**src/include/csc_pkg.sv**
```systemverilog
/*
 * Package for the CPU stop-clock and event control block: register
 * offsets, control bit positions, reset values, tick timing and types.
 * Assumes a 40 MHz device clock and a classic Wishbone register bus.
 */
package csc_pkg;

   // Register byte offsets
   localparam logic [7:0] ADR_CTRL = 8'h00; // power_mgmt_control
   localparam logic [7:0] ADR_HIGH = 8'h04; // throttle_high_time
   localparam logic [7:0] ADR_LOW = 8'h08; // throttle_low_time
   localparam logic [7:0] ADR_SEE = 8'h0c; // system_event_enable
   localparam logic [7:0] ADR_SMIEN = 8'h10; // IRQ to SMI enables
   localparam logic [7:0] ADR_ISTAT = 8'h14; // sticky event status, RO
   localparam logic [7:0] ADR_ICLR = 8'h18; // status clear, WO
   localparam logic [7:0] ADR_IEN = 8'h1c; // interrupt enables
   localparam logic [7:0] ADR_STAT = 8'h20; // live state, RO

   // Control register bit positions
   localparam int CB_SCALE_EN = 0; // Periodic clock scaling
   localparam int CB_SW_ASSERT = 1; // Write 1: assert halt
   localparam int CB_SW_NEGATE = 2; // Write 1: negate halt
   localparam int CB_HALT_EN = 3; // Needed for software assert; scaling halts without it
   localparam int CB_SMI_GATE = 4; // smi_gate_bit, hw set, sw clear
   localparam int CB_SMI_APIC = 5; // SMI through APIC, not pin
   localparam int CB_NO_WAIT = 6; // Skip halt_grant_cycle wait

   // Event status bit positions
   localparam int EV_GRANT = 0;
   localparam int EV_BREAK = 1;
   localparam int EV_SYSEVT = 2;
   localparam int EV_SMI = 3;
   localparam int EV_W = 4;

   // Reset values
   localparam logic [7:0] RST_CTRL = 8'h00;
   localparam logic [7:0] RST_HIGH = 8'hff;
   localparam logic [7:0] RST_LOW = 8'h00;
   localparam logic [15:0] RST_SEE = 16'h0000;
   localparam logic [15:0] RST_SMIEN = 16'h0000;

   // Throttle tick: 32 us at 40 MHz
   localparam int TICK_NS = 32000;
   localparam int CLK_PERIOD_NS = 25;
   localparam int TICK_CYCLES = TICK_NS / CLK_PERIOD_NS;
   localparam logic [10:0] TICK_LAST = 11'(TICK_CYCLES - 1);

   // Wishbone request from the master
   typedef struct packed {
      logic cyc;
      logic stb;
      logic we;
      logic [7:0] adr;
      logic [3:0] sel;
      logic [31:0] dat;
   } csc_wb_req_type;

   // Wishbone answer to the master
   typedef struct packed {
      logic ack;
      logic [31:0] dat;
   } csc_wb_rsp_type;

endpackage

```
**src/rtl/csc_ctrl.sv**
```systemverilog
/*
 * CPU stop-clock throttle, halt grant tracking, IRQ system events and
 * SMI delivery, with a Wishbone register slave and an interrupt line.
 * Assumes IRQ pins are asynchronous, the halt grant strobe comes from
 * PCI decode logic on i_clk, and i_break_event is on i_clk too.
 */
// Added by the designer: the register addresses and register access over Wishbone.
// Functional notes
// - While halt is negated an enabled break reloads the high-time count.
// - With grant wait disabled the low countdown starts at once.
// - An enabled break negates halt, as does low-time expiry.
// - In the base variant the grant wait cannot be skipped.
// - With control bit 6 clear the first grant cycle is acted on.
// - Each CPU sharing the halt line sends a grant, forwarded to PCI.
// - SMI goes out on the dedicated pin or through the I/O APIC.
// - An SMI-enabled IRQ stays blocked until software clears the gate.
// - Each of 14 IRQs is a system event source enabled by bits [15:0].
// - An enabled IRQ system event reloads the idle timer, negates halt.
// - Enabled IRQs are sampled as level, active high activity.
// - Negation loads high time, assertion loads low time, act at zero.
// - The throttle timer steps once per 32 us tick on 8-bit counts.
// - With grant wait on, the low countdown holds until a grant.
`timescale 1ns/1ps

module csc_ctrl #(
   parameter bit ALLOW_NO_WAIT = 1'b1,
   parameter logic [15:0] IRQ_VALID = 16'hdffb
) (
   input wire logic i_clk, // 40 MHz clock
   input wire logic i_resetn, // Async reset, active low
   input wire csc_pkg::csc_wb_req_type i_wb, // Wishbone request
   output csc_pkg::csc_wb_rsp_type o_wb, // Wishbone answer
   input wire logic [15:0] i_irq, // IRQ pins, async
   input wire logic i_halt_grant, // Grant cycle seen, pulse
   input wire logic i_break_event, // Other break source, pulse
   output logic o_cpu_clock_halt_n, // Halt output, low = halt
   output logic o_sys_mgmt_irq_n, // SMI pin, active low
   output logic o_apic_smi, // SMI request to APIC
   output logic o_idle_reload, // Idle timer reload, high while a system event is active
   output logic o_irq // Event interrupt, level
);
   import csc_pkg::*;

   typedef enum logic [3:0] {
      ST_IDLE = 4'b0001,
      ST_HIGH = 4'b0010,
      ST_WAIT = 4'b0100,
      ST_LOW = 4'b1000
   } csc_state_type;

   ////////////////////////////////////////////////////////////////////
   // Registers and state
   csc_state_type st_r, st_nxt;
   logic [7:0] cnt_r, cnt_nxt;
   logic halt_n_r, halt_n_nxt;
   logic pend_r, pend_nxt;
   logic [10:0] pre_r;
   logic [7:0] ctrl_r;
   logic [7:0] high_r;
   logic [7:0] low_r;
   logic [15:0] see_r;
   logic [15:0] smien_r;
   logic [EV_W-1:0] istat_r;
   logic [EV_W-1:0] ien_r;
   logic [15:0] irq_m_r, irq_s_r;
   logic ack_r;
   logic [31:0] rdat_r;
   logic idle_r;

   ////////////////////////////////////////////////////////////////////
   // Bus decode
   wire req = i_wb.cyc & i_wb.stb & ~ack_r;
   // Writes land at the edge where the master sees ack high
   wire wr = i_wb.cyc & i_wb.stb & ack_r & i_wb.we;
   wire [15:0] bmask = {{8{i_wb.sel[1]}}, {8{i_wb.sel[0]}}};
   wire wr_ctrl = wr & (i_wb.adr == ADR_CTRL) & i_wb.sel[0];
   wire wr_high = wr & (i_wb.adr == ADR_HIGH) & i_wb.sel[0];
   wire wr_low = wr & (i_wb.adr == ADR_LOW) & i_wb.sel[0];
   wire wr_see = wr & (i_wb.adr == ADR_SEE);
   wire wr_smien = wr & (i_wb.adr == ADR_SMIEN);
   wire wr_iclr = wr & (i_wb.adr == ADR_ICLR) & i_wb.sel[0];
   wire wr_ien = wr & (i_wb.adr == ADR_IEN) & i_wb.sel[0];
   wire [7:0] wd8 = i_wb.dat[7:0];
   wire [15:0] wd16 = i_wb.dat[15:0];

   // Control fields
   wire scale_en = ctrl_r[CB_SCALE_EN];
   wire halt_en = ctrl_r[CB_HALT_EN];
   wire gate = ctrl_r[CB_SMI_GATE];
   wire route_apic = ctrl_r[CB_SMI_APIC];
   wire no_wait = ALLOW_NO_WAIT & ctrl_r[CB_NO_WAIT];
   wire sw_assert = wr_ctrl & wd8[CB_SW_ASSERT] & wd8[CB_HALT_EN];
   wire sw_negate = wr_ctrl & (wd8[CB_SW_NEGATE] | ~wd8[CB_HALT_EN]);

   // Events from synchronised IRQ levels
   wire [15:0] irq_act = irq_s_r & IRQ_VALID;
   wire sys_evt = |(irq_act & see_r);
   wire brk = sys_evt | i_break_event;
   wire smi_hit = |(irq_act & smien_r) & ~gate;
   wire tick = (pre_r == 11'h000);

   ////////////////////////////////////////////////////////////////////
   // IRQ pin synchroniser, two flops
   always_ff @(posedge i_clk or negedge i_resetn) begin
      if (!i_resetn) begin
         irq_m_r <= 16'h0000;
         irq_s_r <= 16'h0000;
      end else begin
         irq_m_r <= i_irq;
         irq_s_r <= irq_m_r;
      end
   end

   // 32 us tick divider
   always_ff @(posedge i_clk or negedge i_resetn) begin
      if (!i_resetn) begin
         pre_r <= TICK_LAST;
      end else begin
         pre_r <= tick ? TICK_LAST : pre_r - 11'h001;
      end
   end

   ////////////////////////////////////////////////////////////////////
   // Throttle state machine next state
   always_comb begin
      st_nxt = st_r;
      cnt_nxt = cnt_r;
      halt_n_nxt = halt_n_r;
      pend_nxt = pend_r;
      case (st_r)
         ST_IDLE: begin
            if (sw_assert) begin
               halt_n_nxt = 1'b0;
               cnt_nxt = low_r;
               st_nxt = no_wait ? ST_LOW : ST_WAIT;
               pend_nxt = 1'b0;
            end else if (scale_en) begin
               cnt_nxt = high_r;
               st_nxt = ST_HIGH;
            end
         end
         ST_HIGH: begin
            if (!scale_en || sw_negate) begin
               st_nxt = ST_IDLE;
            end else if (brk) begin
               cnt_nxt = high_r;
            end else if (sw_assert || (tick && cnt_r == 8'h00)) begin
               halt_n_nxt = 1'b0;
               cnt_nxt = low_r;
               st_nxt = no_wait ? ST_LOW : ST_WAIT;
               pend_nxt = 1'b0;
            end else if (tick) begin
               cnt_nxt = cnt_r - 8'h01;
            end
         end
         ST_WAIT: begin
            // Break negation waits for the grant cycle
            if (sw_negate) begin
               halt_n_nxt = 1'b1;
               cnt_nxt = high_r;
               st_nxt = scale_en ? ST_HIGH : ST_IDLE;
            end else if (i_halt_grant) begin
               if (pend_r || brk) begin
                  halt_n_nxt = 1'b1;
                  cnt_nxt = high_r;
                  st_nxt = scale_en ? ST_HIGH : ST_IDLE;
               end else begin
                  st_nxt = ST_LOW;
               end
            end else if (brk) begin
               pend_nxt = 1'b1;
            end
         end
         ST_LOW: begin
            // Later grants from a second CPU are ignored
            if (sw_negate || brk || (tick && cnt_r == 8'h00)) begin
               halt_n_nxt = 1'b1;
               cnt_nxt = high_r;
               st_nxt = scale_en ? ST_HIGH : ST_IDLE;
            end else if (tick) begin
               cnt_nxt = cnt_r - 8'h01;
            end
         end
         default: begin
            st_nxt = ST_IDLE;
            halt_n_nxt = 1'b1;
         end
      endcase
   end

   // Throttle state flops
   always_ff @(posedge i_clk or negedge i_resetn) begin
      if (!i_resetn) begin
         st_r <= ST_IDLE;
         cnt_r <= 8'h00;
         halt_n_r <= 1'b1;
         pend_r <= 1'b0;
      end else begin
         st_r <= st_nxt;
         cnt_r <= cnt_nxt;
         halt_n_r <= halt_n_nxt;
         pend_r <= pend_nxt;
      end
   end

   ////////////////////////////////////////////////////////////////////
   // Control register; hardware setting the gate wins over a clear
   wire [7:0] ctrl_w = wr_ctrl ?
      (wd8 & ~8'h06) : ctrl_r;
   always_ff @(posedge i_clk or negedge i_resetn) begin
      if (!i_resetn) begin
         ctrl_r <= RST_CTRL;
      end else begin
         ctrl_r <= ctrl_w | {3'h0, smi_hit, 4'h0};
      end
   end

   // Timing and enable registers
   always_ff @(posedge i_clk or negedge i_resetn) begin
      if (!i_resetn) begin
         high_r <= RST_HIGH;
         low_r <= RST_LOW;
         see_r <= RST_SEE;
         smien_r <= RST_SMIEN;
         ien_r <= '0;
      end else begin
         if (wr_high) high_r <= wd8;
         if (wr_low) low_r <= wd8;
         if (wr_see) see_r <= (see_r & ~bmask) | (wd16 & bmask);
         if (wr_smien) smien_r <= (smien_r & ~bmask) | (wd16 & bmask);
         if (wr_ien) ien_r <= wd8[EV_W-1:0];
      end
   end

   // Sticky event status, set wins over clear
   wire [EV_W-1:0] ev_set = {smi_hit, sys_evt, brk & ~halt_n_r,
      i_halt_grant & (st_r == ST_WAIT)};
   wire [EV_W-1:0] ev_clr = wr_iclr ? wd8[EV_W-1:0] : '0;
   always_ff @(posedge i_clk or negedge i_resetn) begin
      if (!i_resetn) begin
         istat_r <= '0;
      end else begin
         istat_r <= (istat_r & ~ev_clr) | ev_set;
      end
   end

   // Idle timer reload, registered level of the system event
   always_ff @(posedge i_clk or negedge i_resetn) begin
      if (!i_resetn) begin
         idle_r <= 1'b0;
      end else begin
         idle_r <= sys_evt;
      end
   end

   ////////////////////////////////////////////////////////////////////
   // Read mux, unmapped reads return zero
   wire [31:0] rd_mux =
      (i_wb.adr == ADR_CTRL) ? {24'h0, ctrl_r} :
      (i_wb.adr == ADR_HIGH) ? {24'h0, high_r} :
      (i_wb.adr == ADR_LOW) ? {24'h0, low_r} :
      (i_wb.adr == ADR_SEE) ? {16'h0, see_r} :
      (i_wb.adr == ADR_SMIEN) ? {16'h0, smien_r} :
      (i_wb.adr == ADR_ISTAT) ? {28'h0, istat_r} :
      (i_wb.adr == ADR_IEN) ? {28'h0, ien_r} :
      (i_wb.adr == ADR_STAT) ? {15'h0, pend_r, ~halt_n_r, 3'h0,
                                st_r, cnt_r} : 32'h0;

   // Bus answer, one wait state
   always_ff @(posedge i_clk or negedge i_resetn) begin
      if (!i_resetn) begin
         ack_r <= 1'b0;
         rdat_r <= 32'h0;
      end else begin
         ack_r <= req;
         if (req && !i_wb.we) rdat_r <= rd_mux;
      end
   end

   // Outputs
   assign o_wb = '{ack: ack_r, dat: rdat_r};
   assign o_cpu_clock_halt_n = halt_n_r;
   assign o_sys_mgmt_irq_n = ~(gate & ~route_apic);
   assign o_apic_smi = gate & route_apic;
   assign o_idle_reload = idle_r;
   assign o_irq = |(istat_r & ien_r);

   ////////////////////////////////////////////////////////////////////
   // Assertions
   property p_high_reload;
      @(posedge i_clk) disable iff (!i_resetn)
      (st_r == ST_HIGH && scale_en && !sw_negate && brk)
         |=> (cnt_r == $past(high_r)) && halt_n_r;
   endproperty
   a_high_reload: assert property (p_high_reload)
      else $error("high time not reloaded on break");

   property p_no_wait;
      @(posedge i_clk) disable iff (!i_resetn)
      (st_r == ST_HIGH && scale_en && !sw_negate && !brk && tick &&
       cnt_r == 8'h00 && no_wait) |=> (st_r == ST_LOW) && !halt_n_r;
   endproperty
   a_no_wait: assert property (p_no_wait)
      else $error("low countdown did not start at once");

   property p_break_negate;
      @(posedge i_clk) disable iff (!i_resetn)
      (st_r == ST_LOW && brk) |=> halt_n_r;
   endproperty
   a_break_negate: assert property (p_break_negate)
      else $error("break did not negate halt");

   property p_base_wait;
      @(posedge i_clk) disable iff (!i_resetn)
      (!ALLOW_NO_WAIT && halt_n_r) ##1 !halt_n_r |-> st_r == ST_WAIT;
   endproperty
   a_base_wait: assert property (p_base_wait)
      else $error("base variant skipped grant wait");

   property p_hold_wait;
      @(posedge i_clk) disable iff (!i_resetn)
      (st_r == ST_WAIT && !i_halt_grant && !sw_negate)
         |=> (st_r == ST_WAIT) && $stable(cnt_r);
   endproperty
   a_hold_wait: assert property (p_hold_wait)
      else $error("low countdown ran without grant");

   property p_assert_load;
      @(posedge i_clk) disable iff (!i_resetn)
      $fell(halt_n_r) |-> cnt_r == $past(low_r);
   endproperty
   a_assert_load: assert property (p_assert_load)
      else $error("low time not loaded on assertion");

   property p_tick_only;
      @(posedge i_clk) disable iff (!i_resetn)
      (st_r == ST_LOW && !tick && !brk && !sw_negate) |=> $stable(cnt_r);
   endproperty
   a_tick_only: assert property (p_tick_only)
      else $error("timer stepped without tick");

   property p_gate_hold;
      @(posedge i_clk) disable iff (!i_resetn)
      (gate && !wr_ctrl) |=> gate && !smi_hit;
   endproperty
   a_gate_hold: assert property (p_gate_hold)
      else $error("SMI gate dropped without software clear");

   property p_sys_evt;
      @(posedge i_clk) disable iff (!i_resetn)
      (sys_evt && st_r == ST_LOW) |=> o_idle_reload && halt_n_r;
   endproperty
   a_sys_evt: assert property (p_sys_evt)
      else $error("system event did not reload idle timer");

   property p_idle_negated;
      @(posedge i_clk) disable iff (!i_resetn)
      (st_r == ST_IDLE) |-> halt_n_r;
   endproperty
   a_idle_negated: assert property (p_idle_negated)
      else $error("halt asserted while idle");

   property p_smi_route;
      @(posedge i_clk) disable iff (!i_resetn)
      !o_sys_mgmt_irq_n |-> !o_apic_smi && !route_apic;
   endproperty
   a_smi_route: assert property (p_smi_route)
      else $error("SMI delivered on both paths");

endmodule

```
**config.mk**
```make
export PLATFORM = sky130hd
export DESIGN_NAME = csc_ctrl
export DESIGN_NICKNAME = d
export VERILOG_FILES = /design/src/include/csc_pkg.sv /design/src/rtl/csc_ctrl.sv
export SDC_FILE = /design/constraint.sdc
export NUM_CORES = 1
export LEC_CHECK = 0
export ABC_AREA = 1
export BUFFER_PORTS_ARGS = -buffer_cell sky130_fd_sc_hd__buf_2
export CORE_MARGIN = 2
export CORE_UTILIZATION = 25
export DETAILED_ROUTE_END_ITERATION = 8
export PLACE_DENSITY = 0.54
export SLEW_MARGIN = 10
export SYNTH_ARGS = -nofsm -noshare
export SYNTH_HDL_FRONTEND = slang
export SYNTH_SLANG_ARGS = --single-unit
```
**constraint.sdc**
```tcl
create_clock -name i_clk -period 3 [get_ports i_clk]
set_input_delay 0.3 -clock i_clk [delete_from_list [all_inputs] [get_ports i_clk]]
set_output_delay 0.3 -clock i_clk [all_outputs]
set_load 0.005 [all_outputs]
```
### Yosys cells after proc, flatten, opt, wreduce, memory -nomap -nowiden

Cells that the tools add are included.

* output and inout bits: 38
* flip-flop bits (word level): 155
* bits of input ports: 67

* mux-type cells: 47
* equal/unequal tests: 25
* reductions and logical operators: 21
* add/subtract/negate cells: 2
* bitwise operators: 45

Operators with widths (number)
* $mux 17: 8
* $mux 8: 11
* $and 16x16->16: 5
* $mux 4: 11
* $eq 8x5->1 const B: 4
* $or 16x16->16: 2
* $pmux 8 s4: 1
* $reduce_or 16->1: 2
* $and 1x1->1: 24
* $eq 8x4->1 const B: 2
* $logic_not 8->1: 2
* $ne 2x2->1 const B: 8
* $not 16->16: 1
* $pmux 4 s4: 1
* $ne 3x3->1 const B: 5
* $logic_not 11->1: 1
* $mux 1: 11
* $mux 11: 1
* $sub 11x1->11 const B: 1
* $reduce_and 5->1: 2
* $and 4x4->4: 2
* $eq 8x3->1 const B: 1
* $eq 8x6->1 const B: 1
* $or 8x5->8: 1
* 20 further kinds: 32

### Longest topological paths before layout

Gate-level depths: netlist of the first run.

* depth in word-level cells: 12
* mapped depth: 15
* depth with buffers taken out: 15

### Least setup slack after synthesis of the first run

No wires, ideal clock.

* path type: register to register
* start: reg pre_r[0]
* end: reg st_r[3]
* stages on the path, launching flop included: 15
* buffers on the path: 0
* arrival: 1775 ps
* slack: 1098 ps
* library setup time: 127 ps
* period minus slack after synthesis: 1902 ps
* required time: 2873 ps
* path through: dfstp_2 inv_1 ha_1 nand2_1 nor2_2 nand2_1 inv_2 nand4_2 nand2_2 nand2_1 nand2_1 nand2_1 inv_1 nand2_1 o21ai_0

* word-level cells in the longest chain between the ends: 5
* elaborated cells between the ends (all ways): 7

RTL lines
* start: declaration: line csc_ctrl.sv:57 `logic [10:0] pre_r;`
* start signal: assignment: line csc_ctrl.sv:119 `pre_r <= tick ? TICK_LAST : pre_r - 11'h001;`
* $logic_not 11->1 *: line csc_ctrl.sv:100 `wire tick = (pre_r == 11'h000);`
* $logic_and 1x1->1 *: line csc_ctrl.sv:147, csc_ctrl.sv:176
* $logic_or 1x1->1 (on tied branches): line csc_ctrl.sv:147, csc_ctrl.sv:176
* $ne 3x3->1 (no line) or $ne 2x2->1 (tied branches)
* $reduce_and 5->1 (no line) *
* end signal: assignment: line csc_ctrl.sv:199 `st_r <= st_nxt;`
* end: declaration: line csc_ctrl.sv:53 `csc_state_type st_r, st_nxt;`

Mark *: on every way between the ends. The rest lies on a longest branch, timed or not.
A chain may end at the register's enable or synchronous reset.

### Final worst setup path of the first run

* start: reg pre_r[0]
* end: reg cnt_r[3]

* word-level cells in the longest chain between the ends: 7
* elaborated cells between the ends (all ways): 10

RTL lines
* $logic_not 11->1 *: line csc_ctrl.sv:100
* $logic_and 1x1->1: line csc_ctrl.sv:147, csc_ctrl.sv:176
* $logic_or 1x1->1: line csc_ctrl.sv:147 `end else if (sw_assert || (tick && cnt_r == 8'h00)) begin`
* $mux 8: line csc_ctrl.sv:147
* $mux 8: line csc_ctrl.sv:145 `end else if (brk) begin`
* $mux 8: line csc_ctrl.sv:143 `if (!scale_en || sw_negate) begin`
* $pmux 8 s4 *: line csc_ctrl.sv:130 `case (st_r)`
* end signal: assignment: line csc_ctrl.sv:200 `cnt_r <= cnt_nxt;`
* end: declaration: line csc_ctrl.sv:54 `logic [7:0] cnt_r, cnt_nxt;`

Mark *: on every way between the ends. The rest lies on a longest branch, timed or not. The select of a mux whose other input is x is not followed.

==> results.toml, run 1 <==
[timing]
finalCritPeriodShare_pct = 86.7
relSlewSlack_pct = 50.2
period_minus_slack_ns = 2.60
hold_viol_final = 0
rsz0062_at_grt = "no"
worstMarginPinSlew_ns = 0.744
hold_slack_ns = 0.136
setup_viol = 0
drv_slew = 0
skew_ns = 0.0180
fmax_mhz = 384
fin_setup_tns_ns = 0

[route]
vias_per_cell = 4.44
drc = 4
drtIter0Drc = 328
vias = 5745
dr.pass1.iters = 8
wire_per_inst_um = 14.2
drtAntennaViolNets = 0
wl_um = 18300

[yosys]
synth_top_cells_by_count = "nand2_1, dfrtp_1, o21ai_0"
synthArstFlopShare_pct = 100
ys_ff_latch = 134
synth-edff-count = 0
yosysWarnings = 0
synth_cell_type_count = 43
synth_area_um2 = 6680
yosysSeqAreaShare_pct = 50.5
synth_top_flop_cell = "dfrtp_1"
syn-instance-count = 849
synth_top_area_share_pct = 43.1
synth_area_per_cell_um2 = 7.87
yosys-top-cells-area = "dfrtp_1, nand2_1, o21ai_0"
yosysMostFrequentCell = "nand2_1"
synth.largest_area_cell = "dfrtp_1"

[pwr]
internal_power_mw = 3.42
switchingPower_mw = 1.52
powerDensity_nw_per_um2 = 603
pwr-share-clk_pct = 44.0
ir_worst_vdd_mv = 0.332
swShare_pct = 30.7
p_seq_share_pct = 40.0
p_leak_nw = 3.99
p_comb_share_pct = 16.1

[worst_setup_path]
cp_cell_sequence = "inv_1 -> ha_1 -> nand2_1 -> nor2_2 -> nand2_1 -> buf_4 -> nor3_1 -> nor2_1 -> a21oi_1 -> nand2_1 -> nand3_1 -> nand2_1 -> nand2_1"
cp_num_cells = 13
cpMaxStageDelayCell = "nor2_1"
crit_type = "flop to flop"
crit_family = "simple AND/OR/NAND/NOR gates"
crit_top_cell = "nand2_1"
path_buf_inv = 2
worstRegToRegCells = 13
end_kind = "flop"
arrival_ns = 2.91
slowest_delay_ns = 0.59
cp.required_ns = 3.31
crit_path_start_kind = "flop"
cp_max_fo = 13

[cts]
path_clk_slew_ns = 0.07
clkLatencyLatePin_ns = 0.43
cts.repair.resized = 0
htreeDepth = 4
cts_root_buffer = "clkbuf_16"
ctsLongestPathBuffers = 2
cts_setup_buffers = 0
cts_buffers = 17
cts.sink_count = 134
hold_buffers = 15
cts_tree = "yes"

[finish]
layout-drive-gt1-share_pct = 16.2
n_antenna_cell = 0
area_growth_pct = 22.3
nets = 1015

[floorplan]
ios = 105
die_h_um = 168
initial_utilization_pct = 25.6
dieArea_um2 = 28100
die_w_um = 168
coreArea_um2 = 26100
rows = 59

[run]
maxCapViolCount = 0

[grt]
grt_max_degree = 75
track_usage_pct = 13.5
antenna_found_initial = 0
gr-total-overflow = 0
grt_pass1_wl_um = 29900
grt_pass1_vias = 5412

[min_path]
holdPathStages = 3
hp-class = "primary input to flop"

[run_status]
violations = "design-rule violations"
status = "finished with violations"

[place]
hpwl_um = 14000
io_buffers = 69
gp_congestion = 0.862
-- per-stage QoR --
stage               power (mW)  cell area (um2)  setup slack [ns]  cells  util (%)
finish                    4.93             8180             0.399   1294      31.3
global route              5.18             8180             0.119   1294      31.3
CTS                       4.97             8180             0.372   1294      31.3
detailed placement        2.78             7420             0.394   1247      28.4
global placement          2.77             7420             0.446   1247      28.4
floorplan                 2.52             6740              1.10    863         -
-- layout make-up --
type                            instances  area, um2
Clock inverter                         15        183
Sequential cell                       134       3380
Timing Repair Buffer                   99        614
Tap cell                              335        419
Inverter                               91        344
Multi-Input combinational cell        603       2810
Fill cell                            2817      18000
Clock buffer                           17        425
-- cells in the final DEF (no fill, tap or decap), types with 2 or more instances in the layout --
master / instances
nand2_1: 257
dfrtp_1: 115
o21ai_0: 101
inv_1: 86
buf_2: 68
nor2_1: 67
nand3_1: 53
a21oi_1: 37
dfstp_2: 19
clkbuf_16: 17
conb_1: 15
dlygate4sd3_1: 15
buf_4: 15
o211ai_1: 10
nor3_1: 7
nand4_1: 7
a221oi_1: 7
nor2_2: 5
inv_6: 5
a22o_1: 4
o22ai_1: 4
inv_8: 4
xor2_1: 3
nand3_2: 3
clkinv_1: 3
clkinv_4: 3
xnor2_1: 2
nand2_2: 2
o21ai_1: 2
a211oi_1: 2
ha_1: 2
bufinv_16: 2
-- power by group through the flow --
stage          Sequential (mW)  Clock, mW  Combinational, mW
2_1_floorplan             1.97          0              0.549
3_3_place_gp              2.00          0              0.765
3_5_place_dp              2.00          0              0.776
4_1_cts                   1.97       2.20              0.794
5_1_grt                   1.98       2.29              0.914
6_report                  1.97       2.17              0.794
-- logic make-up after synthesis --
kind of cell    after synthesis  synth area share [%]
xor+xnor                      5                 0.655
fa+ha+maj                     2                 0.374
simple gates                408                  25.8
flops                       134                  50.5
buf+inv                     126                  8.18
other cells                   1                0.0561
compound gates              173                  14.4
-- worst reg2reg max path, delay by kind of cell, from the launching register on --
| kind | cells | cell delay, ns |
|---|---|---|
| AO/OA/AOI/OAI | 1 | 0.14 |
| AND/OR/NAND/NOR | 9 | 1.38 |
| buffers and inverters | 2 | 0.24 |
| flip-flops | 1 | 0.53 |
| adder cells (fa/ha/maj) | 1 | 0.21 |
-- final timing paths --
kind | start | endpoint | slack, ns
min reg2reg | irq_m_r[1]$_DFF_PN0_ | irq_s_r[1]$_DFF_PN0_ | 0.35
max reg2reg | pre_r[0]$_DFF_PN1_ | cnt_r[3]$_DFFE_PN0P_ | 0.40
max | pre_r[0]$_DFF_PN1_ | cnt_r[3]$_DFFE_PN0P_ | 0.40
min in group asynchronous | i_resetn | async pin | 0.49
max in group asynchronous | i_resetn | high_r[4]$_DFFE_PN1P_ | 1.66
min | i_wb[14] | flop | 0.14
-- per-layer routing --
layer	vias to the layer above	global-route usage, %	wire length (um)
met5	-	0	0
met1	2642	18.1	8660
li1	2952	-	-
met3	17	2.93	753
met2	134	22.0	8620
met4	0	3.86	322
(Power assumes the default switching activity.)
==> inputs of run 2 (changes only) <==
==> constraint.sdc (replaced) <==
create_clock -name i_clk -period 3 [get_ports i_clk]
set_input_delay 0.6 -clock i_clk [delete_from_list [all_inputs] [get_ports i_clk]]
set_output_delay 0.6 -clock i_clk [all_outputs]
set_load 0.005 [all_outputs]
==> run 2 against run 1 <==
  * Core utilization down 0.46 points
  * Clock-buffer cell count up 2
  * Sequential power about the same
  * The run still ends with design-rule violations left
==> results.toml, run 2 (synthesis results as in run 1) <==
[run_status]
status = "finished with violations"
violations = "design-rule violations"

[worst_setup_path]
r2r_start = "pre_r[0]$_DFF_PN1_"
arrival_ns = 2.89
crit_type = "flop to flop"
end_kind = "flop"
crit_start = "pre_r[0]$_DFF_PN1_"
cp.required_ns = 3.35
cp_max_fo = 12
crit_path_start_kind = "flop"

[cts]
ctsLongestPathBuffers = 2
clkLatencyLatePin_ns = 0.42
cts_root_buffer = "clkbuf_16"
hold_buffers = 0
cts_buffers = 17
cts_setup_buffers = 0
htreeDepth = 4
cts.repair.resized = 0
cts.sink_count = 134
cts_tree = "yes"
path_clk_slew_ns = 0.06

[pwr]
finalPower_mw = 4.81
p_leak_nw = 3.94
powerDensity_nw_per_um2 = 598
ir_worst_vdd_mv = 0.377

[floorplan]
rows = 59
coreArea_um2 = 26100
ios = 105
initial_utilization_pct = 25.6
die_w_um = 168
dieArea_um2 = 28100
die_h_um = 168

[timing]
period_minus_slack_ns = 2.54
skew_ns = 0.00888
drv_slew = 0
relSlewSlack_pct = 60.3
finalCritPeriodShare_pct = 84.7
fin_setup_tns_ns = 0
hold_viol_final = 0
worst_slack_ns = 0.459
setup_viol = 0
rsz0062_at_grt = "no"
fmax_mhz = 394
worstMarginPinSlew_ns = 0.593

[grt]
antenna_found_initial = 0
track_usage_pct = 13.6
grt_pass1_wl_um = 30000
grt_max_degree = 62
grt_pass1_vias = 5513
gr-total-overflow = 0

[route]
vias = 5813
drtIter0Drc = 490
drtAntennaViolNets = 0
wire_per_inst_um = 14.3
wl_um = 18400
vias_per_cell = 4.52
drc = 4
dr.pass1.iters = 9

[finish]
final_cell_mix = "nand2_1, dfrtp_1, o21ai_0, inv_1, buf_2"
nets = 1006
layout-drive-gt1-share_pct = 16.8
n_antenna_cell = 0
fin_cells = 1285
final_common_cell = "nand2_1"
area_growth_pct = 20.5

[place]
hpwl_um = 13800
place_ws_ns = 0.434
post-place-cells = 1253
gp_congestion = 0.874
io_buffers = 69

[run]
maxCapViolCount = 0

[min_path]
hp-class = "primary input to async pin"
[run 2: routing by layer]
layer / wire (um) / track usage [%] / up-vias
met5: 0 / 0 / -
met4: 624 / 5.67 / 0
met3: 831 / 3.07 / 36
met2: 8540 / 21.6 / 175
met1: 8420 / 17.9 / 2672
li1: - / - / 2930
[run 2: layout make-up]
class	instances	area, um2
well taps	335	419
clock inverters	13	136
flip-flops and latches	134	3380
inverters	91	344
fillers	2781	18100
repair buffers	90	522
multi-input cells	603	2810
clock buffers	19	443
[run 2: where the power goes]
group / total, mW / leakage, nW / switching, mW / internal, mW
Sequential: 1.97 / 1.71 / 0.0731 / 1.90
Clock: 2.06 / 0.276 / 0.870 / 1.19
Combinational: 0.782 / 1.96 / 0.537 / 0.245
[run 2: stage by stage]
stage / cell area, um2 / utilization [%] / hold WS [ns]
5_1_grt: 8050 / 30.8 / 0.193
4_1_cts: 8050 / 30.8 / 0.173
6_report: 8050 / 30.8 / 0.145
3_3_place_gp: 7470 / 28.6 / 0.332
3_5_place_dp: 7470 / 28.6 / 0.335
2_1_floorplan: 6740 / - / 0.304
[run 2: final timing paths]
kind                       cells after the start                        endpoint  slack [ns]
setup / recovery                              13  o_cpu_clock_halt_n$_DFFE_PN1P_        0.46
hold / removal                                 1              pre_r[9]$_DFF_PN0_        0.15
setup reg to reg                              13  o_cpu_clock_halt_n$_DFFE_PN1P_        0.46
hold reg to reg                                0            irq_s_r[4]$_DFF_PN0_        0.35
max in group asynchronous                      2          rdat_r[15]$_DFFE_PN0P_        2.10
min in group i_clk                             1            irq_m_r[1]$_DFF_PN0_        0.28
[run 2: critical path, stage by stage (launching register included)]
cell	delay, ns
dfstp_2	0.37
inv_1	0.07
ha_1	0.18
nand2_1	0.14
nor2_2	0.39
nand2_1	0.15
inv_2	0.11
nand4_2	0.24
nand2_2	0.25
nand2_1	0.11
a21oi_1	0.20
nand2_1	0.10
nor2_1	0.10
nor2_1	0.07
